## src/bridge_seq_pkg.sv

```systemverilog
/*
 * shared constants and carriers of the bridge transaction sequencer (instrument end).
 * assumes a 20 MHz system clock and an APB master with 32-bit data.
 */
`default_nettype none
package bridge_seq_pkg;
   // ==========================================================
   // clock and timing
   localparam int unsigned CLK_HZ        = 20_000_000;
   localparam int unsigned CONV_TIME_MS  = 400;
   localparam int unsigned LOAD_TIME_MS  = 5;
   localparam int unsigned CNT_W         = 23;
   localparam logic [CNT_W-1:0] CONV_CYC_DEF = CNT_W'(CONV_TIME_MS * (CLK_HZ / 1000));
   localparam logic [CNT_W-1:0] LOAD_CYC_DEF = CNT_W'(LOAD_TIME_MS * (CLK_HZ / 1000));

   // ==========================================================
   // link framing
   localparam logic [5:0] ADDR_BITS    = 6'h08;
   localparam logic [5:0] DATA_BITS    = 6'h30;
   localparam logic [2:0] STROBE_EDGES = 3'h5;
   localparam int unsigned CFG_W       = 48;
   localparam int unsigned BCD_W       = 17;
   localparam int unsigned ALARM_DIS_BIT = 0;
   localparam int unsigned REMOTE_BIT    = 1;
   localparam logic [7:0] DEV_ADDR_RST = 8'h01;

   // ==========================================================
   // register map
   localparam logic [7:0] OFS_CTRL    = 8'h00;
   localparam logic [7:0] OFS_ADC     = 8'h04;
   localparam logic [7:0] OFS_STATUS  = 8'h08;
   localparam logic [7:0] OFS_CFG_LO  = 8'h0C;
   localparam logic [7:0] OFS_CFG_HI  = 8'h10;
   localparam int unsigned ADC_OVR_BIT = 31;

   typedef enum logic [1:0] {PH_ADDR = 2'b01, PH_DATA = 2'b10} phase_e;
   typedef enum logic [2:0] {CV_IDLE = 3'b001, CV_RUN = 3'b010, CV_LOAD = 3'b100} conv_e;

   typedef struct packed {
      logic        psel;
      logic        penable;
      logic        pwrite;
      logic [7:0]  paddr;
      logic [31:0] pwdata;
   } apb_req_s;

   typedef struct packed {
      logic             overload_flag;
      logic [BCD_W-1:0] bcd;
   } reading_s;
endpackage
`default_nettype wire

```

## src/bridge_transaction_sequencer.sv

```systemverilog
/*
 * instrument end of the bridge serial link: address match, strobe detection,
 * response shifting, configuration state, conversion alarm and result load.
 * assumes the host drives clock pulse and data line asynchronously to clk_sys_i,
 * slow enough (400 ns period) for edge detection at 20 MHz.
 */
`default_nettype none
module bridge_transaction_sequencer
   import bridge_seq_pkg::*;
#(
   parameter logic [bridge_seq_pkg::CNT_W-1:0] CONV_CYC = bridge_seq_pkg::CONV_CYC_DEF,
   parameter logic [bridge_seq_pkg::CNT_W-1:0] LOAD_CYC = bridge_seq_pkg::LOAD_CYC_DEF
) (
   input  wire  logic                       clk_sys_i,
   input  wire  logic                       reset_i,
   input  wire  bridge_seq_pkg::apb_req_s   apb_i,
   output logic [31:0]                      prdata_o,
   output logic                             pready_o,
   output logic                             pslverr_o,
   input  wire  logic                       bus_clock_pulse_i,
   input  wire  logic                       host_data_line_i,
   output logic                             instr_data_o,
   output logic                             conversion_alarm_o
);
   import bridge_seq_pkg::*;

   function automatic logic hit(input logic [7:0] a, input logic [7:0] ofs);
      hit = (a == ofs);
   endfunction

   // ==========================================================
   // pin synchronisers
   // each stage owns its flops, so every bit has one driver
   wire  [1:0] sync2;
   logic [1:0] pins;
   assign pins = {bus_clock_pulse_i, host_data_line_i};
   genvar g;
   generate
      for (g = 0; g < 2; g++) begin : g_sync
         logic meta;
         logic stable;
         always_ff @(posedge clk_sys_i or posedge reset_i) begin
            if (reset_i) begin
               meta   <= 1'b0;
               stable <= 1'b0;
            end else begin
               meta   <= pins[g];
               stable <= meta;
            end
         end
         assign sync2[g] = stable;
      end
   endgenerate

   logic cp_d;
   logic dc_d;
   wire  cp_s   = sync2[1];
   wire  dc_s   = sync2[0];
   wire  cp_ris = cp_s & ~cp_d;
   wire  dc_tog = (dc_s ^ dc_d) & ~cp_s;

   // ==========================================================
   // link framing state
   phase_e           phase;
   logic [5:0]       bit_cnt;
   logic [2:0]       tog_cnt;
   logic [7:0]       addr_sh;
   logic [CFG_W-1:0] rx_sh;
   logic [CFG_W-1:0] tx_sh;
   logic [CFG_W-1:0] cfg;
   logic             selected;
   logic [7:0]       dev_addr;
   reading_s         adc_in;
   reading_s         conv_latch;
   reading_s         result_out;

   wire strobe   = dc_tog & (tog_cnt == STROBE_EDGES - 3'h1);
   wire addr_end = strobe & (phase == PH_ADDR) & (bit_cnt == ADDR_BITS);
   wire data_end = strobe & (phase == PH_DATA);
   wire addr_ok  = (addr_sh == dev_addr);
   wire take_cfg = data_end & selected & (bit_cnt == DATA_BITS);
   // previous state goes out while the new string comes in
   wire [CFG_W-1:0] response = {cfg[CFG_W-BCD_W-2:0], result_out};

   always_ff @(posedge clk_sys_i or posedge reset_i) begin
      if (reset_i) begin
         cp_d    <= 1'b0;
         dc_d    <= 1'b0;
         tog_cnt <= '0;
      end else begin
         cp_d    <= cp_s;
         dc_d    <= dc_s;
         if (cp_ris || strobe) begin
            tog_cnt <= '0;
         end else if (dc_tog) begin
            tog_cnt <= tog_cnt + 3'h1;
         end
      end
   end

   always_ff @(posedge clk_sys_i or posedge reset_i) begin
      if (reset_i) begin
         phase    <= PH_ADDR;
         bit_cnt  <= '0;
         addr_sh  <= '0;
         rx_sh    <= '0;
         tx_sh    <= '0;
         selected <= 1'b0;
      end else if (addr_end) begin
         phase    <= PH_DATA;
         bit_cnt  <= '0;
         selected <= addr_ok;
         tx_sh    <= response;
      end else if (strobe) begin
         // any other strobe realigns to a fresh address phase
         phase    <= PH_ADDR;
         bit_cnt  <= '0;
         selected <= 1'b0;
      end else if (cp_ris) begin
         if (bit_cnt != 6'h3F) begin
            bit_cnt <= bit_cnt + 6'h01;
         end
         if (phase == PH_ADDR) begin
            addr_sh <= {addr_sh[6:0], dc_s};
         end else if (selected) begin
            rx_sh <= {rx_sh[CFG_W-2:0], dc_s};
            tx_sh <= {tx_sh[CFG_W-2:0], 1'b0};
         end
      end
   end

   // configuration takes effect only at the closing strobe
   always_ff @(posedge clk_sys_i or posedge reset_i) begin
      if (reset_i) begin
         cfg <= '0;
         cfg[ALARM_DIS_BIT] <= 1'b1;
      end else if (take_cfg) begin
         cfg <= rx_sh;
      end
   end

   always_ff @(posedge clk_sys_i or posedge reset_i) begin
      if (reset_i) begin
         instr_data_o <= 1'b0;
      end else begin
         instr_data_o <= selected & (phase == PH_DATA) & tx_sh[CFG_W-1];
      end
   end

   // ==========================================================
   // conversion timing and result load
   conv_e            cstate;
   logic [CNT_W-1:0] ccnt;
   wire alarm_en  = ~cfg[ALARM_DIS_BIT];
   wire conv_done = (cstate == CV_RUN) & (ccnt == CONV_CYC - 1'b1);
   wire load_done = (cstate == CV_LOAD) & (ccnt == LOAD_CYC - 1'b1);
   // overload forces a zero value so a stale number cannot pass as valid
   wire reading_s conv_val = adc_in.overload_flag ? reading_s'{overload_flag: 1'b1, bcd: '0} : adc_in;

   always_ff @(posedge clk_sys_i or posedge reset_i) begin
      if (reset_i) begin
         cstate     <= CV_IDLE;
         ccnt       <= '0;
         conv_latch <= '0;
         result_out <= '0;
      end else begin
         case (cstate)
            CV_IDLE: begin
               ccnt <= '0;
               if (alarm_en) begin
                  cstate <= CV_RUN;
               end
            end
            CV_RUN: begin
               if (!alarm_en) begin
                  cstate <= CV_IDLE;
               end else if (conv_done) begin
                  conv_latch <= conv_val;
                  ccnt       <= '0;
                  cstate     <= CV_LOAD;
               end else begin
                  ccnt <= ccnt + 1'b1;
               end
            end
            CV_LOAD: begin
               if (load_done) begin
                  result_out <= conv_latch;
                  ccnt       <= '0;
                  cstate     <= alarm_en ? CV_RUN : CV_IDLE;
               end else begin
                  ccnt <= ccnt + 1'b1;
               end
            end
            default: begin
               cstate <= CV_IDLE;
               ccnt   <= '0;
            end
         endcase
      end
   end

   // set wins over the clear taken at the next selected address strobe
   always_ff @(posedge clk_sys_i or posedge reset_i) begin
      if (reset_i) begin
         conversion_alarm_o <= 1'b0;
      end else if (conv_done) begin
         conversion_alarm_o <= 1'b1;
      end else if (!alarm_en || (addr_end && addr_ok)) begin
         conversion_alarm_o <= 1'b0;
      end
   end

   // ==========================================================
   // apb slave, zero wait states
   wire       setup   = apb_i.psel & ~apb_i.penable;
   wire       wr_acc  = apb_i.psel & apb_i.penable & pready_o & apb_i.pwrite;
   wire [7:0] a       = apb_i.paddr;
   wire       mapped  = hit(a, OFS_CTRL) | hit(a, OFS_ADC) | hit(a, OFS_STATUS)
                        | hit(a, OFS_CFG_LO) | hit(a, OFS_CFG_HI);
   wire [31:0] rd_mux =
      hit(a, OFS_CTRL)   ? {24'h000000, dev_addr} :
      hit(a, OFS_ADC)    ? {adc_in.overload_flag, 14'h0000, adc_in.bcd} :
      hit(a, OFS_STATUS) ? {24'h000000, 1'b0, cstate, phase, selected, conversion_alarm_o} :
      hit(a, OFS_CFG_LO) ? cfg[31:0] :
      hit(a, OFS_CFG_HI) ? {16'h0000, cfg[CFG_W-1:32]} : 32'h00000000;

   always_ff @(posedge clk_sys_i or posedge reset_i) begin
      if (reset_i) begin
         pready_o  <= 1'b0;
         pslverr_o <= 1'b0;
         prdata_o  <= '0;
      end else begin
         pready_o  <= setup;
         pslverr_o <= setup & ~mapped;
         prdata_o  <= (setup & ~apb_i.pwrite) ? rd_mux : 32'h00000000;
      end
   end

   always_ff @(posedge clk_sys_i or posedge reset_i) begin
      if (reset_i) begin
         dev_addr <= DEV_ADDR_RST;
         adc_in   <= '0;
      end else if (wr_acc && hit(a, OFS_CTRL)) begin
         dev_addr <= apb_i.pwdata[7:0];
      end else if (wr_acc && hit(a, OFS_ADC)) begin
         adc_in <= '{overload_flag: apb_i.pwdata[ADC_OVR_BIT], bcd: apb_i.pwdata[BCD_W-1:0]};
      end
   end

   // ==========================================================
   // checks
   // age of the running conversion; later periodic alarms must not trip the deadline
   logic [CNT_W-1:0] en_age;
   always_ff @(posedge clk_sys_i or posedge reset_i) begin
      if (reset_i) begin
         en_age <= '0;
      end else if (!alarm_en || cstate != CV_RUN) begin
         en_age <= '0;
      end else if (en_age != '1) begin
         en_age <= en_age + 1'b1;
      end
   end

   alarm_deadline_a: assert property (@(posedge clk_sys_i) disable iff (reset_i)
      $rose(conversion_alarm_o) |-> $past(alarm_en) && en_age <= CONV_CYC + 1'b1)
      else $error("alarm later than conversion period after enable");

   response_prev_a: assert property (@(posedge clk_sys_i) disable iff (reset_i)
      addr_end && addr_ok |=> tx_sh == $past(response) && phase == PH_DATA)
      else $error("response not loaded from previous state");

   result_load_a: assert property (@(posedge clk_sys_i) disable iff (reset_i)
      load_done |=> result_out == $past(conv_latch) && cstate != CV_LOAD)
      else $error("result not moved to output after load wait");

   overload_zero_a: assert property (@(posedge clk_sys_i) disable iff (reset_i)
      result_out.overload_flag |-> result_out.bcd == '0)
      else $error("overload reading not zero");
endmodule
`default_nettype wire

```

## config.mk

```make
export PLATFORM = sky130hd
export DESIGN_NAME = bridge_transaction_sequencer
export DESIGN_NICKNAME = d
export VERILOG_FILES = /design/src/bridge_seq_pkg.sv /design/src/bridge_transaction_sequencer.sv
export SDC_FILE = /design/constraint.sdc
export NUM_CORES = 1
export LEC_CHECK = 0
export CAP_MARGIN = 20
export CORE_MARGIN = 4
export CORE_UTILIZATION = 65
export CTS_CLUSTER_SIZE = 30
export DETAILED_ROUTE_END_ITERATION = 8
export DONT_BUFFER_PORTS = 1
export GPL_TIMING_DRIVEN = 0
export PLACE_DENSITY = 0.81
export SYNTH_ARGS = -nofsm -noshare
export SYNTH_HDL_FRONTEND = slang
export SYNTH_SLANG_ARGS = --single-unit
```

## constraint.sdc

```tcl
create_clock -name clk_sys_i -period 15.65 [get_ports clk_sys_i]
set_input_delay 2.3475 -clock clk_sys_i [delete_from_list [all_inputs] [get_ports clk_sys_i]]
set_output_delay 2.3475 -clock clk_sys_i [all_outputs]
set_load 0.005 [all_outputs]
```

Word-level counts from Yosys, hierarchy flattened. Index checks and enable logic that the tools add are counted.

Flip-flop bits (word level): 294. Input port bits: 47. Output and inout port bits: 36. Word-level logic and storage cells: 141.

Add/sub/neg operators: 3. Equal/unequal tests: 22. Mux-type cells: 34. Bitwise logic cells: 33. Reduce and logical (&&, ||, !) cells: 21.

Operators with widths (count): 48-bit two-way mux (5); 32-bit two-way mux (5); 23-bit two-way mux (3); 23-bit case mux with 2 select lines (1); 6-bit two-way mux (4); 23-bit by 1-bit adder with 23-bit output (second input constant) (1); 23-bit by 17-bit equality test with 1-bit output (second input constant) (1); 23-bit equality test (second input constant) (1); 1-bit AND (18); 18-bit two-way mux (1); 3-bit two-way mux (6); 8-bit by 4-bit equality test with 1-bit output (second input constant) (2); 16-bit two-way mux (1); 1-bit NOT (10); 2-bit nonzero test (5); 3-bit case mux with 3 select lines (1); 8-bit by 3-bit equality test with 1-bit output (second input constant) (1); 8-bit by 5-bit equality test with 1-bit output (second input constant) (1); 8-bit equality test (1); 8-bit logical NOT (1); 2-bit != test (second input constant) (4); 4-bit AND reduction (2); 6-bit by 1-bit adder with 6-bit output (second input constant) (1); 3-bit equality test (second input constant) (2); other kinds (20) (35).

Logic depth before layout (Yosys ltp). Gate-level depths: netlist (run 1).

Depth in word-level cells: 9. Gate-level depth with buffers: 9. Depth with buffers taken out: 7.

Worst setup path before layout (run 1). OpenSTA, ideal clock, no wires.

Path type: input to register. Start: input apb_i[33] (netlist bit). End: register dev_addr[1]. Data arrival time: 3.851 ns. Path slack: 11.674 ns. Stages: 6. Cell sequence: or3_1 -> nor3_4 -> nand2_1 -> or2_1 -> clkbuf_1 -> mux2_2.

Word-level cells in the longest chain between the ends: 2.

RTL lines: start, declared (RTL line bridge_transaction_sequencer.sv:16) `input wire bridge_seq_pkg::apb_req_s apb_i,`; 8-bit logical NOT (RTL line bridge_transaction_sequencer.sv:28) `hit = (a == ofs);`; 1-bit logical AND (RTL line bridge_transaction_sequencer.sv:243) `end else if (wr_acc && hit(a, OFS_CTRL)) begin`; end signal, assigned (RTL line bridge_transaction_sequencer.sv:244) `dev_addr <= apb_i.pwdata[7:0];`; end, declared (RTL line bridge_transaction_sequencer.sv:72) `logic [7:0] dev_addr;`.

Every way passes these cells. A chain may end at the register's enable or synchronous reset.

Worst setup path after layout (run 1).
Start: input apb_i[33] (netlist bit). End: register prdata_o[22].

Word-level cells in the longest chain between the ends: 6. Elaborated cells between the ends (all ways): 9. Classes of those cells: 3 x eq/ne; 5 x mux; 1 x reduce/logical.

RTL lines: 8-bit by 4-bit equality test with 1-bit output (RTL line bridge_transaction_sequencer.sv:28); 32-bit two-way mux (RTL line bridge_transaction_sequencer.sv:224) `hit(a, OFS_CFG_LO) ? cfg[31:0] :`; 32-bit two-way mux (RTL line bridge_transaction_sequencer.sv:223) `hit(a, OFS_STATUS) ? {24'h000000, 1'b0, cstate, phase, selected, conversion_alarm_o} :`; 32-bit two-way mux (RTL line bridge_transaction_sequencer.sv:222) `hit(a, OFS_ADC) ? {adc_in.overload_flag, 14'h0000, adc_in.bcd} :`; 32-bit two-way mux * (RTL line bridge_transaction_sequencer.sv:221) `hit(a, OFS_CTRL) ? {24'h000000, dev_addr} :`; 32-bit two-way mux * (RTL line bridge_transaction_sequencer.sv:235) `prdata_o <= (setup & ~apb_i.pwrite) ? rd_mux : 32'h00000000;`; end signal, assigned (RTL line bridge_transaction_sequencer.sv:235); end, declared (RTL line bridge_transaction_sequencer.sv:17) `output logic [31:0] prdata_o,`.

Every way passes the cells marked *; elsewhere a longest branch is shown, timed or not.

==> impl_metrics.env, run 1 <==
export IMPL_multi_input_area_sq_um=4830
export IMPL_slew_headroom=0.329
export IMPL_min_path_type="flop to flop"
export IMPL_cts_tree="built"
export IMPL_ys_ff_latch=294
export IMPL_clock_root_buffer="clkbuf_16"
export IMPL_grt_max_degree=137
export IMPL_io_pins=83
export IMPL_place_congestion=0.889
export IMPL_synth_area_sq_um=12500
export IMPL_cts_setup_buffers=0
export IMPL_final_cell_mix="dfrtp_1 (290), nand2_1 (263), mux2_2 (107)"
export IMPL_drive_above_1_share=0.160
export IMPL_min_from="g_sync[0].meta"
export IMPL_fin_nets=1227
export IMPL_antenna_found_initial=0
export IMPL_startpoint_type="input pin"
export IMPL_busiest_layer="met2"
export IMPL_clock_skew_final_ns=0.0152
export IMPL_cts_resized=0
export IMPL_irDropWorstVdd_v=0.000107
export IMPL_drt_wl_total_um=26800
export IMPL_worst_pin_slew_ns=1.00
export IMPL_grt_use_met1=0.356
export IMPL_max_freq_mhz=252
export IMPL_synth_ff_type="dfrtp_1"
export IMPL_rr_startpoint="dc_s"
export IMPL_antenna_cells=0
export IMPL_p_comb_frac=0.036
export IMPL_port_buffers=0
export IMPL_placed_cell_area_sq_um=12900
export IMPL_synth_edff_count=0
export IMPL_htreeDepth=1
export IMPL_overflow=0
export IMPL_fp_row_count=50
export IMPL_clkTransAtPathRegs_ns=0.07
export IMPL_p_seq_frac=0.513
export IMPL_clk_path_buf_depth=3
export IMPL_core_area_sq_um=18800
export IMPL_use_met3=0.0410
export IMPL_vias=8585
export IMPL_use_met2=0.409
export IMPL_regArea_sq_um=7360
export IMPL_syn_to_final_growth_pct=10.8
export IMPL_nFillCells=1283
export IMPL_die_w_um=147
export IMPL_synth_nets=1192
export IMPL_max_cap_violations=0
export IMPL_slew_viol_final=0
export IMPL_grt_usage=0.250
export IMPL_setup_viol=0
export IMPL_critical_path_peak_fanout=10
export IMPL_grt_pass1_wl_um=44100
export IMPL_p_sw_frac=0.225
export IMPL_fin_ws_ns=11.69
export IMPL_hold_buffers=0
export IMPL_critical_path_class="input pin to flop"
export IMPL_finalCritPeriodShare=0.253
export IMPL_syn_instance_count=1140
export IMPL_die_area_sq_um=21500
export IMPL_yosys_warnings=0
export IMPL_critPathArrivalTime_ns=4.44
export IMPL_p_int_mw=1.19
export IMPL_ys_types=61
export IMPL_cp_required_ns=16.13
export IMPL_die_h_um=147
export IMPL_cp_startpoint="apb_i[33]"
export IMPL_fin_tns_setup_ns=0
export IMPL_status="finished, final reports clean"
export IMPL_viasPerCell=5.89
export IMPL_final_cell_area_sq_um=13800
export IMPL_final_common_cell="dfrtp_1"
export IMPL_place_ws_ns=11.07
export IMPL_numCtsBuffers=30
export IMPL_fin_crit_ns=3.96
export IMPL_endpoint_kind="flop"
export IMPL_start_util=0.663
export IMPL_clock_power_share=0.451
export IMPL_drt_iter0_markers=634
export IMPL_antenna_left=0
export IMPL_firstDrtPassIters=5
export IMPL_power_density_nw_per_um2=111
export IMPL_grt_pass1_vias=8550
export IMPL_clock_latency_ns=0.55
export IMPL_grt_setup_unrepaired="no"
export IMPL_synthArstFlopShare=1.00
export IMPL_p_leak_nw=6.91
export IMPL_p_switching_mw=0.344
export IMPL_routedWlPerCell_um=18.4
export IMPL_place_hpwl_um=18200
export IMPL_hold_viol=0
export IMPL_avgSynthCellArea_sq_um=11.0
export IMPL_remaining_drc_errors=0
export IMPL_cts_sink_count=294
export IMPL_yosysSeqAreaShare=0.589
[worst paths after layout]
kind / slack [ns] / to / cells past startpoint
worst max-delay path: 11.69 / prdata_o[22] / 6
worst max register to register: 13.02 / conversion_alarm_o / 5
worst min-delay path: 0.35 / dc_s / 0
worst min register to register: 0.35 / dc_s / 0
max in group asynchronous: 13.07 / cfg[41] / 2
min in group asynchronous: 1.63 / instr_data_o / 1
[registers in the layout (all words and copies together), names as in the netlist, 18 cells and up]
name,flops
ccnt,23
rx_sh,48
tx_sh,48
adc_in,18
conv_latch,18
cfg,48
response,18
prdata_o,32
[routing by layer]
metal	up-vias	wire length, um
li1	3944	-
met5	-	0
met4	0	565
met2	317	12900
met1	4274	11500
met3	50	1830
[stage by stage]
step / util / std cells / total power, mW / hold WS, ns
2_1_floorplan: - / 1140 / 0.836 / 0.331
3_3_place_gp: 0.681 / 1400 / 0.850 / 0.333
3_5_place_dp: 0.684 / 1402 / 0.853 / 0.337
4_1_cts: 0.735 / 1456 / 1.54 / 0.351
5_1_grt: 0.735 / 1457 / 1.58 / 0.359
6_report: 0.735 / 1457 / 1.53 / 0.350
[cell families (layout without fill, tap and decap cells)]
family	after synthesis	after routing	share of synthesized area
xor+xnor	32	32	0.0224
simple gates	486	486	0.177
compound gates	127	127	0.0656
mux	127	127	0.117
flops	294	294	0.589
buf+inv	69	126	0.0240
fa+ha+maj	5	5	0.00501
[cell type report]
| class | count | share of cell area |
|---|---|---|
| repair buffers | 3 | 0.00452 |
| multi-input cells | 777 | 0.349 |
| flip-flops and latches | 294 | 0.532 |
| clock buffers | 42 | 0.0612 |
| clock inverters | 12 | 0.00786 |
| inverters | 9 | 0.00298 |
| well taps | 260 | 0.0235 |
| plain buffers | 60 | 0.0193 |
[cell usage after synthesis (all sizes together) (5+ instances only)]
library cell    n  area (sq um)
clkbuf         45           169
a22oi          12          90.1
buf            15          97.6
and3            9          56.3
and2           15          93.8
o21ai          20           100
a22o           15           131
nand3          19           105
xor2           17           149
ha              5          62.6
nand2b         10          62.6
mux2          119          1380
nand2         263           987
nand4          14          87.6
xnor2          15           131
nor2           99           388
nor2b          23           144
mux2i           8          80.1
a31oi          48           300
and4            5          43.8
nor3            9          61.3
inv             9          33.8
a21oi          20           100
dfrtp         290          7260
[worst max-delay path: stages]
cell and delay (ns):
or3_1 0.44, nor3_4 0.40, nand3_1 0.25, nor2_1 0.53
clkbuf_1 0.30, and2_1 0.16
[power by group through the flow]
stage | registers [mW] | clock network (mW) | logic (mW)
global route | 0.786 | 0.732 | 0.0629
CTS | 0.785 | 0.699 | 0.0562
global placement | 0.798 | 0 | 0.0515
detailed placement | 0.798 | 0 | 0.0553
floorplan | 0.794 | 0 | 0.0420
finish | 0.785 | 0.690 | 0.0557
Note: power is estimated with default switching activity, not from simulation.
==> run 2: changes to the inputs <==
--- a/config.mk
+++ b/config.mk
@@ -7,12 +7,12 @@
 export LEC_CHECK = 0
 export CAP_MARGIN = 20
 export CORE_MARGIN = 4
-export CORE_UTILIZATION = 65
+export CORE_UTILIZATION = 63
 export CTS_CLUSTER_SIZE = 30
 export DETAILED_ROUTE_END_ITERATION = 8
 export DONT_BUFFER_PORTS = 1
 export GPL_TIMING_DRIVEN = 0
-export PLACE_DENSITY = 0.81
+export PLACE_DENSITY = 0.79
 export SYNTH_ARGS = -nofsm -noshare
 export SYNTH_HDL_FRONTEND = slang
 export SYNTH_SLANG_ARGS = --single-unit
==> constraint.sdc (replaced) <==
create_clock -name clk_sys_i -period 3.78 [get_ports clk_sys_i]
set_input_delay 0.567 -clock clk_sys_i [delete_from_list [all_inputs] [get_ports clk_sys_i]]
set_output_delay 0.567 -clock clk_sys_i [all_outputs]
set_load 0.005 [all_outputs]
==> run 2 against run 1 <==
  * Critical path depth grew 1
  * Register-to-register slack got worse by 12 ns
  * Sequential cell count stayed put
==> impl_metrics.env, run 2 (synthesis results as in run 1) <==
export IMPL_worstHoldPathCells=0
export IMPL_final_common_cell="dfrtp_1"
export IMPL_vias=8625
export IMPL_fin_nets=1234
export IMPL_numCtsBuffers=30
export IMPL_final_cells=1471
export IMPL_cts_resized=0
export IMPL_clkTransAtPathRegs_ns=0.06
export IMPL_final_cell_area_sq_um=14100
export IMPL_finalCritPeriodShare=0.696
export IMPL_cp_slowest_cell="nor3_1"
export IMPL_worst_pin_slew_ns=1.00
export IMPL_critical_path_class="flop to flop"
export IMPL_clk_path_buf_depth=3
export IMPL_worstRegToRegCells=7
export IMPL_path_cells="inv_1 -> ha_1 -> nand2_1 -> nor3_2 -> nand3_1 -> nor3_1 -> o32ai_1"
export IMPL_setup_viol=0
export IMPL_grt_max_degree=45
export IMPL_clock_skew_final_ns=0.0196
export IMPL_min_from="bus_clock_pulse_i"
export IMPL_r2r_setup_slack_ns=1.15
export IMPL_p_leak_nw=7.00
export IMPL_firstDrtPassIters=8
export IMPL_holdWs_ns=0.0505
export IMPL_critPathArrivalTime_ns=3.03
export IMPL_finalPower_mw=6.61
export IMPL_place_ws_ns=0.993
export IMPL_htreeDepth=1
export IMPL_crit_path_max_incr_delay_ns=0.61
export IMPL_grt_pass1_vias=8733
export IMPL_top_regs="cfg (48), rx_sh (48), tx_sh (48)"
export IMPL_die_area_sq_um=22100
export IMPL_port_buffers=0
export IMPL_die_h_um=149
export IMPL_drive_above_1_share=0.166
export IMPL_place_hpwl_um=18700
export IMPL_placed_cell_area_sq_um=13000
export IMPL_routedWlPerCell_um=18.5
export IMPL_grt_usage=0.255
export IMPL_slew_viol_final=0
export IMPL_grt_setup_unrepaired="no"
export IMPL_die_w_um=149
export IMPL_status="finished, final reports clean"
export IMPL_place_inst=1413
export IMPL_hold_viol=0
export IMPL_cts_sink_count=294
export IMPL_remaining_drc_errors=0
export IMPL_clock_root_buffer="clkbuf_16"
export IMPL_grt_pass1_wl_um=45200
export IMPL_drt_wl_total_um=27300
export IMPL_cts_tree="built"
export IMPL_min_to="g_sync[1].meta"
export IMPL_syn_to_final_growth_pct=12.5
export IMPL_critical_path_peak_fanout=9
export IMPL_antenna_cells=0
export IMPL_slew_headroom=0.327
export IMPL_endpoint_kind="flop"
export IMPL_startpoint_type="flop"
export IMPL_cp_required_ns=4.18
export IMPL_io_pins=83
export IMPL_fin_crit_ns=2.63
export IMPL_nFillCells=1357
export IMPL_fin_ws_ns=1.15
export IMPL_max_cap_violations=0
export IMPL_min_path_type="input pin to flop"
export IMPL_antenna_found_initial=0
export IMPL_final_cell_mix="dfrtp_1 (290), nand2_1 (263), mux2_2 (107)"
export IMPL_max_freq_mhz=380
export IMPL_overflow=0
export IMPL_drt_iter0_markers=744
export IMPL_core_area_sq_um=19500
export IMPL_r2r_end="conversion_alarm_o"
export IMPL_viasPerCell=5.86
export IMPL_antenna_left=0
export IMPL_start_util=0.642
export IMPL_place_congestion=0.871
export IMPL_irDropWorstVdd_v=0.000376
export IMPL_fp_row_count=51
export IMPL_clock_latency_ns=0.56
export IMPL_power_density_nw_per_um2=470
export IMPL_rr_startpoint="tog_cnt[0]"
run 2: changes by cell type in the layout (fill, tap and decap cells not counted), sizes merged:
cell and change:
buf +6, bufinv +4, inv -2, clkinv -1, clkinvlp +1, dlygate4sd3 +1
run 2: layout make-up:
class / count / area (sq um) / share of cell area
sequential: 294 / 7360 / 0.524
multi-input combinational: 777 / 4830 / 0.343
clock buffer: 42 / 847 / 0.0603
tap: 265 / 332 / 0.0236
buffer: 60 / 267 / 0.0190
clock inverter: 14 / 206 / 0.0147
timing repair buffer: 10 / 178 / 0.0126
inverter: 9 / 37.5 / 0.00267
run 2: how the worst max path moves through the flow:
stage	startpoint	to	slack, ns	cells after the start
4_1_cts	tog_cnt[0]	conversion_alarm_o	1.19	7
3_5_place_dp	apb_i[33]	prdata_o[30]	0.99	6
3_3_place_gp	reset_i	dev_addr[6]	-2.15	1
6_report	tog_cnt[0]	conversion_alarm_o	1.15	7
5_1_grt	tog_cnt[0]	conversion_alarm_o	1.02	7
2_1_floorplan	reset_i	adc_in[0]	-0.69	1
run 2: repair_timing:
action	CTS	global route
endpoints found under the setup margin	0	0
buffers inserted	0	0
hold buffers	1	0
hold endpoints to repair	15	0
run 2: per-stage QoR:
stage / TNS, ns / utilization
after floorplan: -199.19 / -
after global placement: -618.56 / 0.659
after detailed placement: 0 / 0.667
after CTS: 0 / 0.722
after global routing: 0 / 0.722
final: 0 / 0.722
run 2: worst max-delay path, delay by kind of cell (launching register included):
kind	cells	cell delay, ns
AND/OR/NAND/NOR	4	1.69
flip-flops	1	0.41
adder cells (fa/ha/maj)	1	0.18
AO/OA/AOI/OAI	1	0.13
buffers and inverters	1	0.07
run 2: routing by layer:
metal,vias to the layer above,wire [um],GRT usage
met1,4365,11800,0.364
li1,3948,-,-
met3,57,1740,0.0395
met2,255,13000,0.407
met5,-,0,0
met4,0,734,0.0865
run 2: power by group:
group,internal [mW],switching [mW]
clock network,1.91,1.21
logic,0.0913,0.151
registers,3.20,0.0532
total,5.19,1.42
